==> src/rtl/flash_seq_params.svh <==
`ifndef FLASH_SEQ_PARAMS_SVH
`define FLASH_SEQ_PARAMS_SVH

// register byte offsets
`define CTRL_OFFSET 4'h0
`define KEY_OFFSET 4'h4
`define STATUS_OFFSET 4'h8

// control field positions
`define OP_LSB 0
`define OP_MSB 5
`define ERASE_BIT 6
`define PERMIT_BIT 14
`define START_BIT 15
`define CTRL_RESET 16'h0000

// operation codes and keys
`define OP_ROW_ERASE 6'h18
`define OP_ROW_PROG 6'h04
`define KEY_FIRST 8'h55
`define KEY_SECOND 8'haa

// row geometry
`define ROW_WORDS 32

// cycle times in microseconds, clock in MHz
`define CLK_MHZ 20
`define ERASE_TIME_US 2000
`define PROG_TIME_US 2000

`endif

==> src/rtl/flash_seq_pkg.sv <==
package flash_seq_pkg;
    typedef enum logic [1:0] {
        KEY_IDLE = 2'b00,
        KEY_GOT_FIRST = 2'b01,
        KEY_ARMED = 2'b10
    } key_state_e;
endpackage

==> src/rtl/cycle_timer.sv <==
`timescale 1ns/1ps
module cycle_timer #(
    parameter int WIDTH = 20
) (
    input wire logic clk,
    input wire logic rst_n,
    input wire logic load,
    input wire logic [WIDTH-1:0] count,
    output logic busy,
    output logic done
);
    logic [WIDTH-1:0] cnt_reg;

    always_ff @(posedge clk or negedge rst_n) begin
        if (!rst_n) begin
            cnt_reg <= '0;
        end else if (load) begin
            cnt_reg <= count;
        end else if (cnt_reg != '0) begin
            cnt_reg <= cnt_reg - 1'b1;
        end
    end

    assign busy = (cnt_reg != '0);
    assign done = (cnt_reg == {{(WIDTH-1){1'b0}}, 1'b1});
endmodule

==> src/rtl/flash_row_erase_program_sequencer.sv <==
`timescale 1ns/1ps
`include "flash_seq_params.svh"
module flash_row_erase_program_sequencer
    import flash_seq_pkg::*;
#(
    parameter int ERASE_CYCLES = `ERASE_TIME_US * `CLK_MHZ,
    parameter int PROG_CYCLES = `PROG_TIME_US * `CLK_MHZ
) (
    input wire logic clk,
    input wire logic rst_n,
    input wire logic [3:0] s_axi_awaddr,
    input wire logic s_axi_awvalid,
    output logic s_axi_awready,
    input wire logic [31:0] s_axi_wdata,
    input wire logic [3:0] s_axi_wstrb,
    input wire logic s_axi_wvalid,
    output logic s_axi_wready,
    output logic [1:0] s_axi_bresp,
    output logic s_axi_bvalid,
    input wire logic s_axi_bready,
    input wire logic [3:0] s_axi_araddr,
    input wire logic s_axi_arvalid,
    output logic s_axi_arready,
    output logic [31:0] s_axi_rdata,
    output logic [1:0] s_axi_rresp,
    output logic s_axi_rvalid,
    input wire logic s_axi_rready,
    output logic cpu_stall,
    output logic flash_erase_row,
    output logic flash_program_row,
    output logic [4:0] flash_row_word_count
);
    localparam int TW = 20;

    // ----------------------------------------------------------------
    // write channel capture
    // ----------------------------------------------------------------
    logic aw_held_reg, w_held_reg;
    logic [3:0] awaddr_reg;
    logic [31:0] wdata_reg;
    logic [3:0] wstrb_reg;
    logic wr_fire;

    assign s_axi_awready = !aw_held_reg && !s_axi_bvalid;
    assign s_axi_wready = !w_held_reg && !s_axi_bvalid;
    assign wr_fire = aw_held_reg && w_held_reg && !s_axi_bvalid;

    always_ff @(posedge clk or negedge rst_n) begin
        if (!rst_n) begin
            aw_held_reg <= 1'b0;
            awaddr_reg <= 4'h0;
        end else if (s_axi_awvalid && s_axi_awready) begin
            aw_held_reg <= 1'b1;
            awaddr_reg <= s_axi_awaddr;
        end else if (wr_fire) begin
            aw_held_reg <= 1'b0;
        end
    end

    always_ff @(posedge clk or negedge rst_n) begin
        if (!rst_n) begin
            w_held_reg <= 1'b0;
            wdata_reg <= 32'h0;
            wstrb_reg <= 4'h0;
        end else if (s_axi_wvalid && s_axi_wready) begin
            w_held_reg <= 1'b1;
            wdata_reg <= s_axi_wdata;
            wstrb_reg <= s_axi_wstrb;
        end else if (wr_fire) begin
            w_held_reg <= 1'b0;
        end
    end

    logic ctrl_hit, key_hit, known_addr;
    assign ctrl_hit = (awaddr_reg[3:2] == 2'(`CTRL_OFFSET >> 2));
    assign key_hit = (awaddr_reg[3:2] == 2'(`KEY_OFFSET >> 2));
    assign known_addr = ctrl_hit || key_hit
        || (awaddr_reg[3:2] == 2'(`STATUS_OFFSET >> 2));

    always_ff @(posedge clk or negedge rst_n) begin
        if (!rst_n) begin
            s_axi_bvalid <= 1'b0;
            s_axi_bresp <= 2'b00;
        end else if (wr_fire) begin
            s_axi_bvalid <= 1'b1;
            s_axi_bresp <= known_addr ? 2'b00 : 2'b10;
        end else if (s_axi_bready) begin
            s_axi_bvalid <= 1'b0;
        end
    end

    // ----------------------------------------------------------------
    // unlock sequence
    // ----------------------------------------------------------------
    key_state_e key_reg;
    logic key_lo_wr;
    assign key_lo_wr = wr_fire && key_hit && wstrb_reg[0];

    always_ff @(posedge clk or negedge rst_n) begin
        if (!rst_n) begin
            key_reg <= KEY_IDLE;
        end else if (wr_fire) begin
            case (key_reg)
                KEY_IDLE: begin
                    if (key_lo_wr && wdata_reg[7:0] == `KEY_FIRST) begin
                        key_reg <= KEY_GOT_FIRST;
                    end
                end
                KEY_GOT_FIRST: begin
                    if (key_lo_wr && wdata_reg[7:0] == `KEY_SECOND) begin
                        key_reg <= KEY_ARMED;
                    end else if (key_lo_wr
                            && wdata_reg[7:0] == `KEY_FIRST) begin
                        key_reg <= KEY_GOT_FIRST;
                    end else begin
                        key_reg <= KEY_IDLE;
                    end
                end
                // the very next write uses or spends the unlock
                KEY_ARMED: key_reg <= KEY_IDLE;
                default: key_reg <= KEY_IDLE;
            endcase
        end
    end

    // ----------------------------------------------------------------
    // control register and cycle launch
    // ----------------------------------------------------------------
    logic [15:0] ctrl_reg;
    logic [15:0] ctrl_wr_val;
    logic start_req, is_erase, is_prog, launch, done;
    logic busy;
    logic [TW-1:0] load_count;

    always_comb begin
        ctrl_wr_val = ctrl_reg;
        if (wstrb_reg[0]) begin
            ctrl_wr_val[7:0] = wdata_reg[7:0];
        end
        if (wstrb_reg[1]) begin
            ctrl_wr_val[15:8] = wdata_reg[15:8];
        end
    end

    assign is_erase = ctrl_wr_val[`OP_MSB:`OP_LSB] == `OP_ROW_ERASE
        && ctrl_wr_val[`ERASE_BIT] && ctrl_wr_val[`PERMIT_BIT];
    assign is_prog = ctrl_wr_val[`OP_MSB:`OP_LSB] == `OP_ROW_PROG
        && !ctrl_wr_val[`ERASE_BIT] && ctrl_wr_val[`PERMIT_BIT];
    assign start_req = wr_fire && ctrl_hit && ctrl_wr_val[`START_BIT]
        && !ctrl_reg[`START_BIT];
    assign launch = start_req && key_reg == KEY_ARMED
        && (is_erase || is_prog);
    assign load_count = is_erase ? TW'(ERASE_CYCLES) : TW'(PROG_CYCLES);

    always_ff @(posedge clk or negedge rst_n) begin
        if (!rst_n) begin
            ctrl_reg <= `CTRL_RESET;
        end else if (done) begin
            ctrl_reg[`START_BIT] <= 1'b0;
        end else if (wr_fire && ctrl_hit && !busy) begin
            ctrl_reg[14:0] <= ctrl_wr_val[14:0];
            ctrl_reg[`START_BIT] <= launch;
        end
    end

    always_ff @(posedge clk or negedge rst_n) begin
        if (!rst_n) begin
            flash_erase_row <= 1'b0;
            flash_program_row <= 1'b0;
        end else if (launch && !busy) begin
            flash_erase_row <= is_erase;
            flash_program_row <= is_prog;
        end else if (done) begin
            flash_erase_row <= 1'b0;
            flash_program_row <= 1'b0;
        end
    end

    cycle_timer #(.WIDTH(TW)) u_timer (
        .clk(clk),
        .rst_n(rst_n),
        .load(launch && !busy),
        .count(load_count),
        .busy(busy),
        .done(done)
    );

    assign cpu_stall = busy;
    // row width exposed so the array knows it handles one whole row
    assign flash_row_word_count = 5'(`ROW_WORDS - 1);

    // ----------------------------------------------------------------
    // read channel
    // ----------------------------------------------------------------
    assign s_axi_arready = !s_axi_rvalid;

    always_ff @(posedge clk or negedge rst_n) begin
        if (!rst_n) begin
            s_axi_rvalid <= 1'b0;
            s_axi_rdata <= 32'h0;
            s_axi_rresp <= 2'b00;
        end else if (s_axi_arvalid && s_axi_arready) begin
            s_axi_rvalid <= 1'b1;
            s_axi_rresp <= 2'b00;
            case (s_axi_araddr[3:2])
                2'(`CTRL_OFFSET >> 2): s_axi_rdata <= {16'h0, ctrl_reg};
                // key register reads back as zero to hide the sequence
                2'(`KEY_OFFSET >> 2): s_axi_rdata <= 32'h0;
                2'(`STATUS_OFFSET >> 2): s_axi_rdata <= {28'h0,
                    flash_program_row, flash_erase_row, key_reg};
                default: begin
                    s_axi_rdata <= 32'h0;
                    s_axi_rresp <= 2'b10;
                end
            endcase
        end else if (s_axi_rready) begin
            s_axi_rvalid <= 1'b0;
        end
    end
endmodule

==> config.mk <==
export PLATFORM = sky130hd
export DESIGN_NAME = flash_row_erase_program_sequencer
export DESIGN_NICKNAME = d
export VERILOG_FILES = /design/src/rtl/flash_seq_pkg.sv /design/src/rtl/cycle_timer.sv /design/src/rtl/flash_row_erase_program_sequencer.sv
export VERILOG_INCLUDE_DIRS = /design/src /design/src/rtl
export SDC_FILE = /design/constraint.sdc
export NUM_CORES = 1
export LEC_CHECK = 0
export BUFFER_PORTS_ARGS = -buffer_cell sky130_fd_sc_hd__clkbuf_2
export CAP_MARGIN = 10
export CELL_PAD_IN_SITES_DETAIL_PLACEMENT = 0
export CELL_PAD_IN_SITES_GLOBAL_PLACEMENT = 2
export CORE_MARGIN = 1
export CORE_UTILIZATION = 37
export DETAILED_ROUTE_END_ITERATION = 12
export PLACE_DENSITY = 0.82
export REMOVE_ABC_BUFFERS = 1
export SLEW_MARGIN = 10
export SYNTH_ARGS = -nofsm -noshare
export SYNTH_HDL_FRONTEND = slang
export SYNTH_SLANG_ARGS = --single-unit
==> constraint.sdc <==
create_clock -name clk -period 3.6 [get_ports clk]
set_clock_uncertainty 0.15 [all_clocks]
set_input_delay 0 -clock clk [delete_from_list [all_inputs] [get_ports clk]]
set_output_delay 0 -clock clk [all_outputs]
set_load 0.05 [all_outputs]
---- Word level (Yosys, flattened, before mapping) ----
Index checks and enable logic that the tools add are counted.
word-level totals
  register bits after elaboration ......... 102
  bits in latches ......................... 0
  bits in writable memories ............... 0
  bits in read-only memories .............. 0
  input port bits ......................... 51
  output and inout bits ................... 49
  word-level logic and storage cells ...... 103
  memories ................................ 0
operators by class
  add/subtract/negate cells ............... 1
  multipliers ............................. 0
  divide/modulo/power cells ............... 0
  order comparisons ....................... 0
  equality and inequality tests ........... 12
  shift-type cells ........................ 0
  multiplexer cells ....................... 23
  bitwise operators ....................... 1
  reductions and logical operators ........ 48
operators with widths
  cell                     count
  $mux W20                 2
  $pmux W16 S2             1
  $logic_and A1 B1 Y1      22
  $eq A20 B1 Y1 const B    1
  $reduce_bool A20 Y1      1
  $sub A20 B1 Y20 const B  1
  $mux W16                 1
  $mux W8                  2
  $reduce_bool A2 Y1       7
  $mux W1                  12
  $eq A8 B7 Y1 const B     1
  $eq A8 B8 Y1 const B     1
  $mux W2                  4
  $logic_not A1 Y1         7
  $eq A2 B1 Y1 const B     3
  $eq A2 B2 Y1 const B     3
  $eq A6 B3 Y1 const B     1
  $eq A6 B5 Y1 const B     1
  $logic_not A2 Y1         3
  $reduce_and A3 Y1        2
  $pmux W2 S2              1
  $reduce_and A2 Y1        2
  $logic_or A1 B1 Y1       3
  $reduce_or A3 Y1         1
  other kinds (2)          2

---- Longest topological paths before layout ----
Gate-level depths: netlist (run 1).
  word-level depth ........................ 9
  depth in mapped cells ................... 7
  mapped depth without buffers ............ 7

---- Cells and area by module ----
Synthesis (run 1) repeated with hierarchy kept, for this count alone.
unflattened totals
  cells, all modules ...................... 359
  area, all modules ....................... 4,030.1 µm²
by module, submodules not included
  module                             times used  cells each  area an instance (µm²)  seq. area each (µm²)
  flash_row_erase_program_sequencer  1           225         2,797.7                 1,551.5
  cycle_timer                        1           134         1,232.4                 500.5

---- Worst setup path after synthesis (run 1) ----
No wires, ideal clock.
  path type ............................... register to register
  start ................................... reg s_axi_bvalid
  end ..................................... reg wdata_reg[10]
  setup time .............................. 0.125 ns
  arrival ................................. 2.602 ns
  data required time ...................... 3.325 ns
  slack ................................... 0.723 ns
  stages on the path, launching flop included .. 6
  buffers on the path ..................... 2
  clock period less this slack ............ 2.877 ns
  path through ............................ dfrtp_1 > nor2_1 > and2_1 > clkbuf_1 > buf_1 > mux2_2
between the ends
  cells in the longest elaborated chain, start to end .. 3
RTL lines
  item                      RTL line                                 text
  start: declaration        flash_row_erase_program_sequencer.sv:19  output logic s_axi_bvalid,
  start signal: assignment  flash_row_erase_program_sequencer.sv:82  s_axi_bvalid <= 1'b0;
  start signal: assignment  flash_row_erase_program_sequencer.sv:85  s_axi_bvalid <= 1'b1;
  start signal: assignment  flash_row_erase_program_sequencer.sv:88  s_axi_bvalid <= 1'b0;
  $logic_not A1 Y1          flash_row_erase_program_sequencer.sv:45  assign s_axi_wready = !w_held_reg && !s_axi_bvalid;
  $logic_and A1 B1 Y1       flash_row_erase_program_sequencer.sv:45
  named net s_axi_wready    flash_row_erase_program_sequencer.sv:17  output logic s_axi_wready,
  $logic_and A1 B1 Y1       flash_row_erase_program_sequencer.sv:65  end else if (s_axi_wvalid && s_axi_wready) begin
  end signal: assignment    flash_row_erase_program_sequencer.sv:67  wdata_reg <= s_axi_wdata;
  end: declaration          flash_row_erase_program_sequencer.sv:40  logic [31:0] wdata_reg;
The timed path passes the listed nets, and every way through them passes these cells.
A chain may end at the register's enable or synchronous reset.

---- Final worst setup path (run 1) ----
  start ................................... reg u_timer.cnt_reg[0]
  end ..................................... reg ctrl_reg[14]
between the ends
  cells in the longest elaborated chain, start to end .. 4
  elaborated cells between the ends (all ways) .. 6
  those cells by class .................... 1 x eq/ne; 1 x bitwise; 4 x reduce/logical
RTL lines
  item                                  RTL line                                  text
  start: declaration                    cycle_timer.sv:12                         logic [WIDTH-1:0] cnt_reg;
  start signal: assignment              cycle_timer.sv:18                         cnt_reg <= count;
  start signal: assignment              cycle_timer.sv:20                         cnt_reg <= cnt_reg - 1'b1;
  $reduce_bool A20 Y1                   cycle_timer.sv:24                         assign busy = (cnt_reg != '0);
  $logic_not A1 Y1                      flash_row_erase_program_sequencer.sv:160  end else if (wr_fire && ctrl_hit && !busy) begin
  $logic_and A1 B1 Y1                   flash_row_erase_program_sequencer.sv:160
  $reduce_and A2 Y1 (no source line) *  --
  end signal: assignment                flash_row_erase_program_sequencer.sv:157  ctrl_reg <= `CTRL_RESET;
  end signal: assignment                flash_row_erase_program_sequencer.sv:161  ctrl_reg[14:0] <= ctrl_wr_val[14:0];
  end signal: indexed assignment        flash_row_erase_program_sequencer.sv:162  ctrl_reg[`START_BIT] <= launch;
  end: declaration                      flash_row_erase_program_sequencer.sv:129  logic [15:0] ctrl_reg;
Every way passes the cells marked *; elsewhere a longest branch is shown, timed or not.

==> key figures, run 1 <==
Finish
  – # fillers: slightly below 1000
  – ANT cells: 0
  – P&R area growth vs syn: 20.0%
  – Share of layout cells above drive strength 1: 0.308
  – Finished layout cell area: between 4000 and 5000 µm²
  – Nets: about 460
  – Largest register FFs: 20

Floorplanning
  – Die Y-Extent: 105 µm
  – Starting Density: 0.380
  – Die width: 105 µm
  – Std-Cell Rows: 37
  – CORE AREA: around 10000 µm²
  – I/O pins: 100
  – Die area: 11000 µm²

STA
  – Slew headroom: 0.305
  – Hold Vio Cnt, Final: 0
  – Fmax: about 0.38 GHz
  – Tmin final: ~2600 ps
  – Crit share post-route: 0.735
  – RSZ-0062 raised after global routing: no
  – Fin. max-slew vios: 0
  – Setup TNS: 0 ps
  – Worst slew pin tran: ~1000 ps
  – # setup viols final: 0

Global routing
  – Vias in the first global route: approximately 2700
  – Largest net degree at the start of global routing: 83
  – Grt met3 use: 0.0318
  – GRT overflow: 0
  – Met2 Resource Use GR: 0.237
  – Initial antenna violation count: 0
  – Met1 GRT Util: 0.218
  – GRT Total Usage: 0.155
  – First-pass GRT wire length: 13.5 mm
  – Gr busiest metal: met2

Detailed routing
  – WL/cell: approximately 14 µm
  – # DRC: 0
  – Via/cell ratio: 4.85
  – DR vias: between 2000 and 3000
  – Drt first pass iters: 4
  – Routed Antenna Nets: 0
  – WL final: between 7 and 8 mm
  – Initial DRC Count: roughly 120

Clock network
  – Clock root buffer: clkbuf_8
  – Clk_lat worst skew: around 350 ps
  – Post-cts sizing count: 0
  – Postcts setup bufs: 0
  – Total CTS buffers: 9
  – Worst-path clk slew: 90 ps
  – CTS tree: done
  – Longest Clk Path Bufs: 2
  – Hold-fix buffer count after cts: 29
  – # clock sinks: 82
  – H-tree depth: 3

Synthesis
  – Top area cells in the synthesized netlist: dfrtp_1 53%, mux2_2 9.2%, buf_4 4.4%
  – Synthesis Warnings: 0
  – Synth Area in Simple Gates: 0.156
  – Compound-Gate Fraction of Synth Area: 0.0692
  – Ys async rst share: 1.00
  – Largest family of logic cells by synthesized area: simple AND/OR/NAND/NOR gates
  – Seq/Total Area, Yosys: 0.526
  – Area leader, netlist: dfrtp_1
  – Syn avg cell area: roughly 12 µm²
  – Mux cell area share after synthesis: 0.148
  – Synth unique cells: between 50 and 60
  – Post-synth EDFFs: 0
  – Seq cells post-synth: between 80 and 90
  – Dominant synthesized flop cell: dfrtp_1
  – Mapped Cells: roughly 320
  – Mapped Area: roughly 3900 µm²
  – Xor/xnor share of the synthesized area: 0.0266
  – Adder-cell share of the synthesized area: 0.00962
  – Share of the synthesized area in the top cell type: 0.526

Worst setup path
  – Worst path arrival time: 2740 ps
  – Worst path slowest cell: or3b_1
  – Critical path class: reg2reg
  – Crit. End Element: flip-flop
  – R2R setup slack: around 950 ps
  – Max stage delay on crit path: 620 ps
  – Startpoint types: flip-flop
  – CP Cell Sequence: inv_1 -> ha_1 -> nor3b_1 -> nand4_2 -> or3b_1 -> mux2_4
  – Crit-path max FO: 7
  – Worst endpoint required time: 3690 ps

Power
  – P_leak: about 2.3 nW
  – Worst vdd rail ir drop: approximately 0.25 mV
  – Power per standard cell area: ~620 nW/µm²

Placed design
  – HPWL after DPL: ~5.2 mm
  – Placed cell area: roughly 4200 µm²
  – I/O Buffers: between 50 and 60
  – Gpl congestion: 0.778

Status
  – Outcome: finished clean

Worst hold path
  – Hold Crit Class: in2async

Run
  – Max_cap viols: 0
-- cells in the final DEF (no fill, tap or decap), types with 2 or more instances in the layout --
cell type,Yosys,layout
a21oi_1,3,3
a22o_1,12,12
a31oi_1,2,2
and2_1,2,2
and3_2,2,2
and4b_1,2,2
buf_4,23,2
clkbuf_2,0,53
clkbuf_8,0,9
conb_1,2,23
dfrtp_1,82,82
dlygate4sd3_1,0,29
ha_1,3,3
inv_1,7,7
inv_6,0,3
mux2_1,2,2
mux2_2,32,32
mux2_4,7,7
mux2i_1,9,9
nand2_1,27,27
nand3_1,5,5
nand4_1,5,5
nand4b_1,2,2
nor2_1,12,12
nor3_1,8,8
nor3_2,2,2
nor3b_1,3,3
nor4b_1,2,2
nor4bb_1,3,3
o21ai_0,12,12
o2bb2ai_1,2,2
o31ai_1,2,2
or4_1,2,2
or4_4,2,2
xnor2_1,7,7
xor2_1,3,3
-- path summary, 6_finish.rpt --
path                                                 start                         endpoint  cells after the start
max                         u_timer.cnt_reg[0]$_DFFE_PN0P_         ctrl_reg[14]$_DFFE_PN0P_                      6
min                                                  rst_n          aw_held_reg$_DFFE_PN0P_                      2
max reg2reg                 u_timer.cnt_reg[0]$_DFFE_PN0P_         ctrl_reg[14]$_DFFE_PN0P_                      6
min reg2reg                u_timer.cnt_reg[14]$_DFFE_PN0P_  u_timer.cnt_reg[14]$_DFFE_PN0P_                      1
max in group asynchronous                            rst_n   u_timer.cnt_reg[7]$_DFFE_PN0P_                      2
min in group clk                              s_axi_bready         s_axi_bvalid$_DFFE_PN0P_                      3
-- where the power goes --
group          internal [mW]  switching, mW  total [mW]
logic                  0.425          0.493       0.918
registers               1.17          0.217        1.38
clock network          0.263          0.364       0.626
-- layer usage --
metal	part of all wire	vias to the layer above
met5	0	-
met4	0.0083	0
met3	0.033	5
met2	0.46	56
met1	0.49	1301
li1	-	1282
-- kinds of logic (layout without fill, tap and decap cells) --
kind of cell	count (synthesis)	in the layout
DFF	82	82
AOI/OAI and AO/OA	38	38
xor gates and xnor gates	11	11
buffers and inverters	40	107
adders and majority gates	3	3
and+or+nand+nor	95	95
muxes	50	50
other	2	23
-- critical path, delay by kind of cell (launching register included) --
family | cells | cell delay (ps)
fa+ha+maj | 1 | 160
mux | 1 | 370
buf+inv | 1 | 100
flops | 1 | 430
simple gates | 3 | 1320
-- through the flow --
| step | hold slack, ps | utilization | total power [mW] | cells | worst slack [ps] |
|---|---|---|---|---|---|
| final | 221 | 0.456 | 2.93 | 545 | 954 |
| after global routing | 241 | 0.456 | 3.12 | 545 | 750 |
| after CTS | 199 | 0.456 | 2.96 | 545 | 955 |
| after detailed placement | 45.9 | 0.410 | 2.29 | 500 | 975 |
| after global placement | 35.1 | 0.410 | 2.26 | 500 | 1020 |
| after floorplan | -446 | - | 2.05 | 309 | 982 |
-- synthesized netlist by cell type (5+ instances only) --
cell      count
xnor2_1       7
nand2_1      27
mux2_2       32
buf_4        23
nor2_1       12
a22o_1       12
nand4_1       5
nor3_1        8
dfrtp_1      82
mux2_4        7
inv_1         7
nand3_1       5
clkbuf_1      6
o21ai_0      12
mux2i_1       9
-- layout make-up --
type,instances,area (µm²),share of cell area
clock buffers,9,124,0.0264
clock inverters,7,58.8,0.0126
inverters,7,26.3,0.00561
multi-input cells,220,1680,0.359
flip-flops and latches,82,2050,0.438
well taps,136,170,0.0363
repair buffers,84,571,0.122
(Power assumes the default switching activity.)
==> inputs of run 2 (changes only) <==
--- a/config.mk
+++ b/config.mk
@@ -11,9 +11,9 @@
 export CELL_PAD_IN_SITES_DETAIL_PLACEMENT = 0
 export CELL_PAD_IN_SITES_GLOBAL_PLACEMENT = 2
 export CORE_MARGIN = 1
-export CORE_UTILIZATION = 37
+export CORE_UTILIZATION = 34
 export DETAILED_ROUTE_END_ITERATION = 12
-export PLACE_DENSITY = 0.82
+export PLACE_DENSITY = 0.76
 export REMOVE_ABC_BUFFERS = 1
 export SLEW_MARGIN = 10
 export SYNTH_ARGS = -nofsm -noshare
==> constraint.sdc (replaced) <==
create_clock -name clk -period 2.6 [get_ports clk]
set_clock_uncertainty 0.15 [all_clocks]
set_input_delay 0 -clock clk [delete_from_list [all_inputs] [get_ports clk]]
set_output_delay 0 -clock clk [all_outputs]
set_load 0.05 [all_outputs]
==> key figures, run 2 (synthesized netlist as in run 1, its figures left out) <==
Finish
  – Commonest non-fill, non-tap cells in the layout: 82 x dfrtp_1, 53 x clkbuf_2, 32 x mux2_2
  – Fin cells: 560 (+2.8%)
  – Area of the multi-input gates: 1680 µm² (unchanged)
  – Share of layout cells above drive strength 1: 0.326 (+0.0181)
  – Largest register FFs: 20 (unchanged)
  – Leading cell type in the layout, fill and taps excluded: dfrtp_1
  – Sequential cell area: 2050 µm² (unchanged)
  – P&R area growth vs syn: 25.0%
  – # fillers: 1030 (+7.0%)
  – ANT cells: 0 (unchanged)
  – Nets: 469 (+2.4%)

Clock network
  – Longest Clk Path Bufs: 2 (unchanged)
  – Total CTS buffers: 9 (unchanged)
  – Postcts setup bufs: 0 (unchanged)
  – Clock root buffer: clkbuf_16
  – Post-cts sizing count: 0 (unchanged)
  – Worst-path clk slew: 70 ps (-20 ps)
  – # clock sinks: 82 (unchanged)
  – H-tree depth: 3 (unchanged)
  – Clk_lat worst skew: 340 ps (about the same)
  – CTS tree: done

STA
  – # setup viols final: 0 (unchanged)
  – Setup TNS: 0 ps (unchanged)
  – RSZ-0062 raised after global routing: no
  – Hold Vio Cnt, Final: 2 (+2)
  – Tmin final: 2360 ps (-286 ps)
  – Hold slack: -5.46 ps (-226 ps)
  – Slew headroom: 0.285 (-0.0193)
  – Worst slew pin tran: 1070 ps (+29.0 ps)
  – Fin. max-slew vios: 0 (unchanged)
  – Crit share post-route: 0.908 (+0.173)
  – Fmax: 0.424 GHz (+12%)

Power
  – Power per standard cell area: 916 nW/µm² (+47%)
  – P_leak: 2.41 nW (+4.4%)
  – NetSw: 1.53 mW (+43%)
  – Sw frac: 0.343 (-0.0242)
  – Flop pwr share: 0.430 (-0.043)
  – Pwr Total: 4.47 mW (+53%)
  – Clock share of power: 0.275 (+0.061)
  – Int Power: 2.94 mW (+59%)
  – Logic pwr share: 0.295 (-0.018)
  – Worst vdd rail ir drop: 0.628 mV (+150%)

Global routing
  – First-pass GRT wire length: 13.5 mm (-0.10%)
  – Initial antenna violation count: 0 (unchanged)
  – GRT overflow: 0 (unchanged)
  – GRT Total Usage: 0.151 (-0.00394)
  – Vias in the first global route: 2650 (-0.26%)
  – Largest net degree at the start of global routing: 83 (unchanged)

Detailed routing
  – Routed Antenna Nets: 0 (unchanged)
  – DR vias: 2689 (+1.7%)
  – # DRC: 0 (unchanged)
  – WL/cell: 14.6 µm (+3.4%)
  – Via/cell ratio: 4.80 (-1.0%)
  – Drt first pass iters: 4 (unchanged)
  – Initial DRC Count: 154 (+26%)
  – WL final: 8.17 mm (+6.3%)

Worst hold path
  – Hold Crit Class: in2reg

Worst setup path
  – Max stage delay on crit path: 520 ps (-100 ps)
  – Crit path max-delay family: simple AND/OR/NAND/NOR gates
  – Critical path class: reg2reg
  – Worst endpoint required time: 2670 ps (-1020 ps)
  – Worst Path Buf+Inv: 0 (-1)
  – CP Cell Sequence: mux2_2 -> nor4b_1 -> o2111a_1 -> nand2_1 -> mux2i_1
  – Crit-path max FO: 8 (+1)
  – Worst path slowest cell: dfrtp_1
  – Worst path arrival time: 2430 ps (-310 ps)
  – Crit. End Element: flip-flop
  – Startpoint types: flip-flop

Floorplanning
  – CORE AREA: 11000 µm² (+7.3%)
  – Die width: 109 µm (+4.2%)
  – Std-Cell Rows: 38 (+2.7%)
  – Die area: 11900 µm² (+8.7%)
  – I/O pins: 100 (unchanged)
  – Die Y-Extent: 109 µm (+4.2%)
  – Starting Density: 0.354 (-0.0259)

Placed design
  – I/O Buffers: 54 (unchanged)
  – Dpl cells: 515 (+3.0%)
  – Gpl congestion: 0.759 (-2.4%)
  – HPWL after DPL: 5.76 mm (+10%)

Status
  – Outcome: finished, violations left
  – Failing checks: hold timing

Run
  – Max_cap viols: 0 (unchanged)
[run 2: changes by cell type in the layout (fill, tap and decap cells not counted)]
cell | before | now
buf_4 | 2 | 13
clkbuf_16 | 0 | 9
clkbuf_8 | 9 | 2
clkinv_2 | 1 | 2
clkinv_4 | 1 | 0
inv_6 | 3 | 2
inv_8 | 1 | 0
[run 2: what timing repair did]
item                                    in CTS  in global routing
hold buffers                                29                  0
endpoints found under the hold margin      110                  0
endpoints found under the setup margin       0                  0
[run 2: per-stage QoR]
| stage | hold WS (ps) | area [µm²] | setup slack [ps] | util |
|---|---|---|---|---|
| 6_report | -5.46 | 4880 | 240 | 0.442 |
| 5_1_grt | 40.1 | 4880 | 61.9 | 0.442 |
| 4_1_cts | 1.26 | 4880 | 218 | 0.442 |
| 3_5_place_dp | 43.2 | 4300 | 220 | 0.390 |
| 3_3_place_gp | 36.5 | 4300 | 243 | 0.390 |
| 2_1_floorplan | -446 | 3760 | -18.0 | - |
[run 2: power by group through the flow]
| stage | sequential, mW | combinational (mW) | clock [mW] |
|---|---|---|---|
| after global placement | 1.93 | 1.25 | 0 |
| final | 1.92 | 1.32 | 1.23 |
| after detailed placement | 1.95 | 1.28 | 0 |
| after global routing | 1.98 | 1.42 | 1.31 |
| after CTS | 1.93 | 1.34 | 1.26 |
| after floorplan | 2.05 | 0.796 | 0 |
[run 2: worst min-delay path, stage by stage]
cell	delay (ps)
clkbuf_2	80
nand2_1	180
nand2_1	120
o21ai_0	60
[run 2: layer usage]
layer	track usage	vias up	routed length (µm)
li1	-	1297	-
met1	0.206	1322	4020
met2	0.230	58	3770
met3	0.0263	12	237
met4	0.0743	0	141
met5	0	-	0
[run 2: worst paths after layout]
kind                                                      start                               to  slack, ps  cells after the start
min in group asynchronous                                 rst_n   u_timer.cnt_reg[5]$_DFFE_PN0P_        220                      2
worst min-delay path                              s_axi_arvalid       s_axi_rdata[3]$_DFFE_PN0P_         -5                      4
worst max-delay path                   wstrb_reg[0]$_DFFE_PN0P_      flash_erase_row$_DFFE_PN0P_        240                      5
max in group asynchronous                                 rst_n         s_axi_bvalid$_DFFE_PN0P_       1360                      2
worst max register to register         wstrb_reg[0]$_DFFE_PN0P_      flash_erase_row$_DFFE_PN0P_        240                      5
worst min register to register  u_timer.cnt_reg[14]$_DFFE_PN0P_  u_timer.cnt_reg[14]$_DFFE_PN0P_        320                      1
[run 2: area by class of cell]
type	instances	area share
repair buffers	95	0.134
well taps	140	0.0359
clock inverters	5	0.00718
flip-flops and latches	82	0.421
multi-input cells	220	0.345
clock buffers	11	0.0518
inverters	7	0.00539
==> inputs of run 3 (changes only) <==
--- a/config.mk
+++ b/config.mk
@@ -6,12 +6,13 @@
 export SDC_FILE = /design/constraint.sdc
 export NUM_CORES = 1
 export LEC_CHECK = 0
+export ABC_AREA = 1
 export BUFFER_PORTS_ARGS = -buffer_cell sky130_fd_sc_hd__clkbuf_2
 export CAP_MARGIN = 10
 export CELL_PAD_IN_SITES_DETAIL_PLACEMENT = 0
 export CELL_PAD_IN_SITES_GLOBAL_PLACEMENT = 2
 export CORE_MARGIN = 1
-export CORE_UTILIZATION = 34
+export CORE_UTILIZATION = 31
 export DETAILED_ROUTE_END_ITERATION = 12
 export PLACE_DENSITY = 0.76
 export REMOVE_ABC_BUFFERS = 1
==> key figures, run 3 <==
Status
  – Outcome: finished clean

Synthesis
  – Synth unique cells: 38 (-34%)
  – Top area cells in the synthesized netlist: dfrtp_1 48%, nand2_1 12%, buf_4 4.4%
  – Ys async rst share: 1.00 (unchanged)
  – Mapped Area: 4300 µm² (+10%)
  – Mapped Cells: 509 (+59%)
  – Post-synth top cells: 141 x nand2_1, 82 x dfrtp_1, 50 x inv_1
  – Area leader, netlist: dfrtp_1
  – Dominant synthesized flop cell: dfrtp_1
  – Syn avg cell area: 8.44 µm² (-31%)
  – Top-count cell post-synth: nand2_1
  – Synthesis Warnings: 0 (unchanged)
  – Post-synth EDFFs: 0 (unchanged)
  – Seq cells post-synth: 82 (unchanged)
  – Share of the synthesized area in the top cell type: 0.477 (-0.0482)
  – Seq/Total Area, Yosys: 0.477 (-0.0482)

Clock network
  – Longest Clk Path Bufs: 2 (unchanged)
  – Clk_lat worst skew: 340 ps (about the same)
  – H-tree depth: 3 (unchanged)
  – Worst-path clk slew: 60 ps (about the same)
  – Total CTS buffers: 9 (unchanged)
  – CTS tree: done
  – # clock sinks: 82 (unchanged)
  – Clock root buffer: clkbuf_16

Finish
  – Leading cell type in the layout, fill and taps excluded: nand2_1
  – Nets: 652 (+39%)
  – Largest register FFs: 20 (unchanged)
  – # fillers: 1407 (+37%)
  – Share of layout cells above drive strength 1: 0.212 (-0.114)
  – Commonest non-fill, non-tap cells in the layout: 141 x nand2_1, 82 x dfrtp_1, 53 x clkbuf_2
  – ANT cells: 0 (unchanged)
  – Final core occ: 0.394 (-0.0485)
  – P&R area growth vs syn: 22.8%

Worst hold path
  – Hold depth: 5 (+1)
  – Hold-critical path endpoint: s_axi_rdata[0]$_DFFE_PN0P_
  – Hold Crit Class: in2reg
  – Hold_sp: s_axi_arvalid

Detailed routing
  – WL final: 9.32 mm (+14%)
  – WL/cell: 12.0 µm (-18%)
  – Drt first pass iters: 4 (unchanged)
  – # DRC: 0 (unchanged)
  – Via/cell ratio: 4.26 (-11%)
  – Routed Antenna Nets: 0 (unchanged)
  – DR vias: 3322 (+24%)
  – Initial DRC Count: 166 (+7.8%)

Global routing
  – GRT Total Usage: 0.143 (-0.00825)
  – Vias in the first global route: 3258 (+23%)
  – GRT overflow: 0 (unchanged)
  – Largest net degree at the start of global routing: 83 (unchanged)
  – First-pass GRT wire length: 15.9 mm (+17%)
  – Initial antenna violation count: 0 (unchanged)

Worst setup path
  – Worst path arrival time: 2300 ps (-130 ps)
  – Worst-case reg-to-reg path depth: 6 (+1)
  – Startpoint types: flip-flop
  – Crit. End Element: flip-flop
  – Crit-path max FO: 5 (-3)
  – Worst flop-to-flop path endpoint: awaddr_reg[3]$_DFFE_PN0P_
  – Critical path class: reg2reg
  – R2R setup slack: 370 ps (+130 ps)
  – FF-to-FF Start: s_axi_bvalid$_DFFE_PN0P_
  – Worst endpoint required time: 2670 ps (about the same)

STA
  – # setup viols final: 0 (unchanged)
  – Crit share post-route: 0.857 (-0.0508)
  – Fin. max-slew vios: 0 (unchanged)
  – RSZ-0062 raised after global routing: no
  – Worst slew pin tran: 1090 ps (+14.9 ps)
  – Hold Vio Cnt, Final: 0 (-2)
  – Final worst-path setup slack: 372 ps (+132 ps)
  – Tmin final: 2230 ps (-132 ps)
  – Fmax: 0.449 GHz (+5.9%)
  – Slew headroom: 0.275 (-0.00995)

Floorplanning
  – Die width: 120 µm (+9.7%)
  – Die Y-Extent: 120 µm (+9.7%)
  – Die area: 14300 µm² (+20%)
  – I/O pins: 100 (unchanged)
  – CORE AREA: 13400 µm² (+21%)
  – Starting Density: 0.321 (-0.0332)
  – Std-Cell Rows: 42 (+11%)

Power
  – Power per standard cell area: 1180 nW/µm² (+29%)
  – Worst vdd rail ir drop: 0.643 mV (+2.5%)
  – P_leak: 2.77 nW (+15%)

Placed design
  – I/O Buffers: 54 (unchanged)
  – Post-Place Setup Slack: 609 ps (+389 ps)
  – Gpl congestion: 0.708 (-6.7%)
  – HPWL after DPL: 6.74 mm (+17%)

Run
  – Max_cap viols: 0 (unchanged)
[run 3: timing repair]
action	4_1_cts	5_1_grt
buffers inserted	0	0
hold endpoints to repair	118	0
endpoints found under the setup margin	0	0
gates resized for setup	0	0
hold buffers	31	0
[run 3: stage by stage]
step	hold WS, ps	setup TNS, ps	cells	total power, mW	instance area, µm²
2_1_floorplan	-446	-1110	498	4.24	4140
3_3_place_gp	38.1	0	732	4.86	4660
3_5_place_dp	40.6	0	732	4.92	4660
4_1_cts	10.2	0	779	6.33	5280
5_1_grt	30.8	0	779	6.77	5280
6_report	8.61	0	779	6.21	5280
[run 3: worst max-delay path, stage by stage, from the launching register on]
cell and delay [ps]:
dfrtp_1 420, nor2_1 150, nand2_1 140, nor2_1 100
dlygate4sd3_1 550, a21oi_1 40, dlygate4sd3_1 560
[run 3: where the power goes]
part	internal [mW]	switching, mW	leakage [nW]
Combinational	1.04	1.95	1.57
Sequential	1.67	0.257	1.06
Clock	0.770	0.527	0.141
Total	3.48	2.73	2.77
[run 3: final cells by class]
cell class / instances / area, µm² / share of cell area
clock buffers: 10 / 239 / 0.0453
clock inverters: 6 / 66.3 / 0.0126
inverters: 60 / 226 / 0.0429
multi-input cells: 356 / 1860 / 0.352
flip-flops and latches: 82 / 2050 / 0.389
well taps: 176 / 220 / 0.0417
repair buffers: 89 / 613 / 0.116
[run 3: cells by family (layout without fill, tap and decap cells)]
family | count (synthesis) | in the layout | synth area share
AO/OA/AOI/OAI | 51 | 51 | 0.0687
XOR/XNOR | 11 | 11 | 0.0224
multiplexers | 13 | 13 | 0.0326
buffers and inverters | 92 | 165 | 0.108
adder cells (fa/ha/maj) | 3 | 3 | 0.00873
flip-flops | 82 | 82 | 0.477
AND/OR/NAND/NOR | 255 | 255 | 0.280
other | 2 | 23 | 0.00175
[run 3: worst max-delay path by stage]
| stage | from | endpoint | cells after the start |
|---|---|---|---|
| after floorplan | s_axi_bvalid$_DFFE_PN0P_ | wdata_reg[10]$_DFFE_PN0P_ | 3 |
| after global placement | wstrb_reg[0]$_DFFE_PN0P_ | flash_erase_row$_DFFE_PN0P_ | 10 |
| after detailed placement | wstrb_reg[0]$_DFFE_PN0P_ | flash_erase_row$_DFFE_PN0P_ | 10 |
| after CTS | s_axi_bvalid$_DFFE_PN0P_ | awaddr_reg[2]$_DFFE_PN0P_ | 6 |
| after global routing | s_axi_bvalid$_DFFE_PN0P_ | awaddr_reg[3]$_DFFE_PN0P_ | 6 |
| final | s_axi_bvalid$_DFFE_PN0P_ | awaddr_reg[3]$_DFFE_PN0P_ | 6 |
[run 3: per-layer routing]
layer | wire length [µm] | vias up | track usage
li1 | - | 1742 | -
met1 | 4650 | 1511 | 0.188
met2 | 4220 | 57 | 0.227
met3 | 313 | 12 | 0.0361
met4 | 129 | 0 | 0.0492
met5 | 0 | - | 0
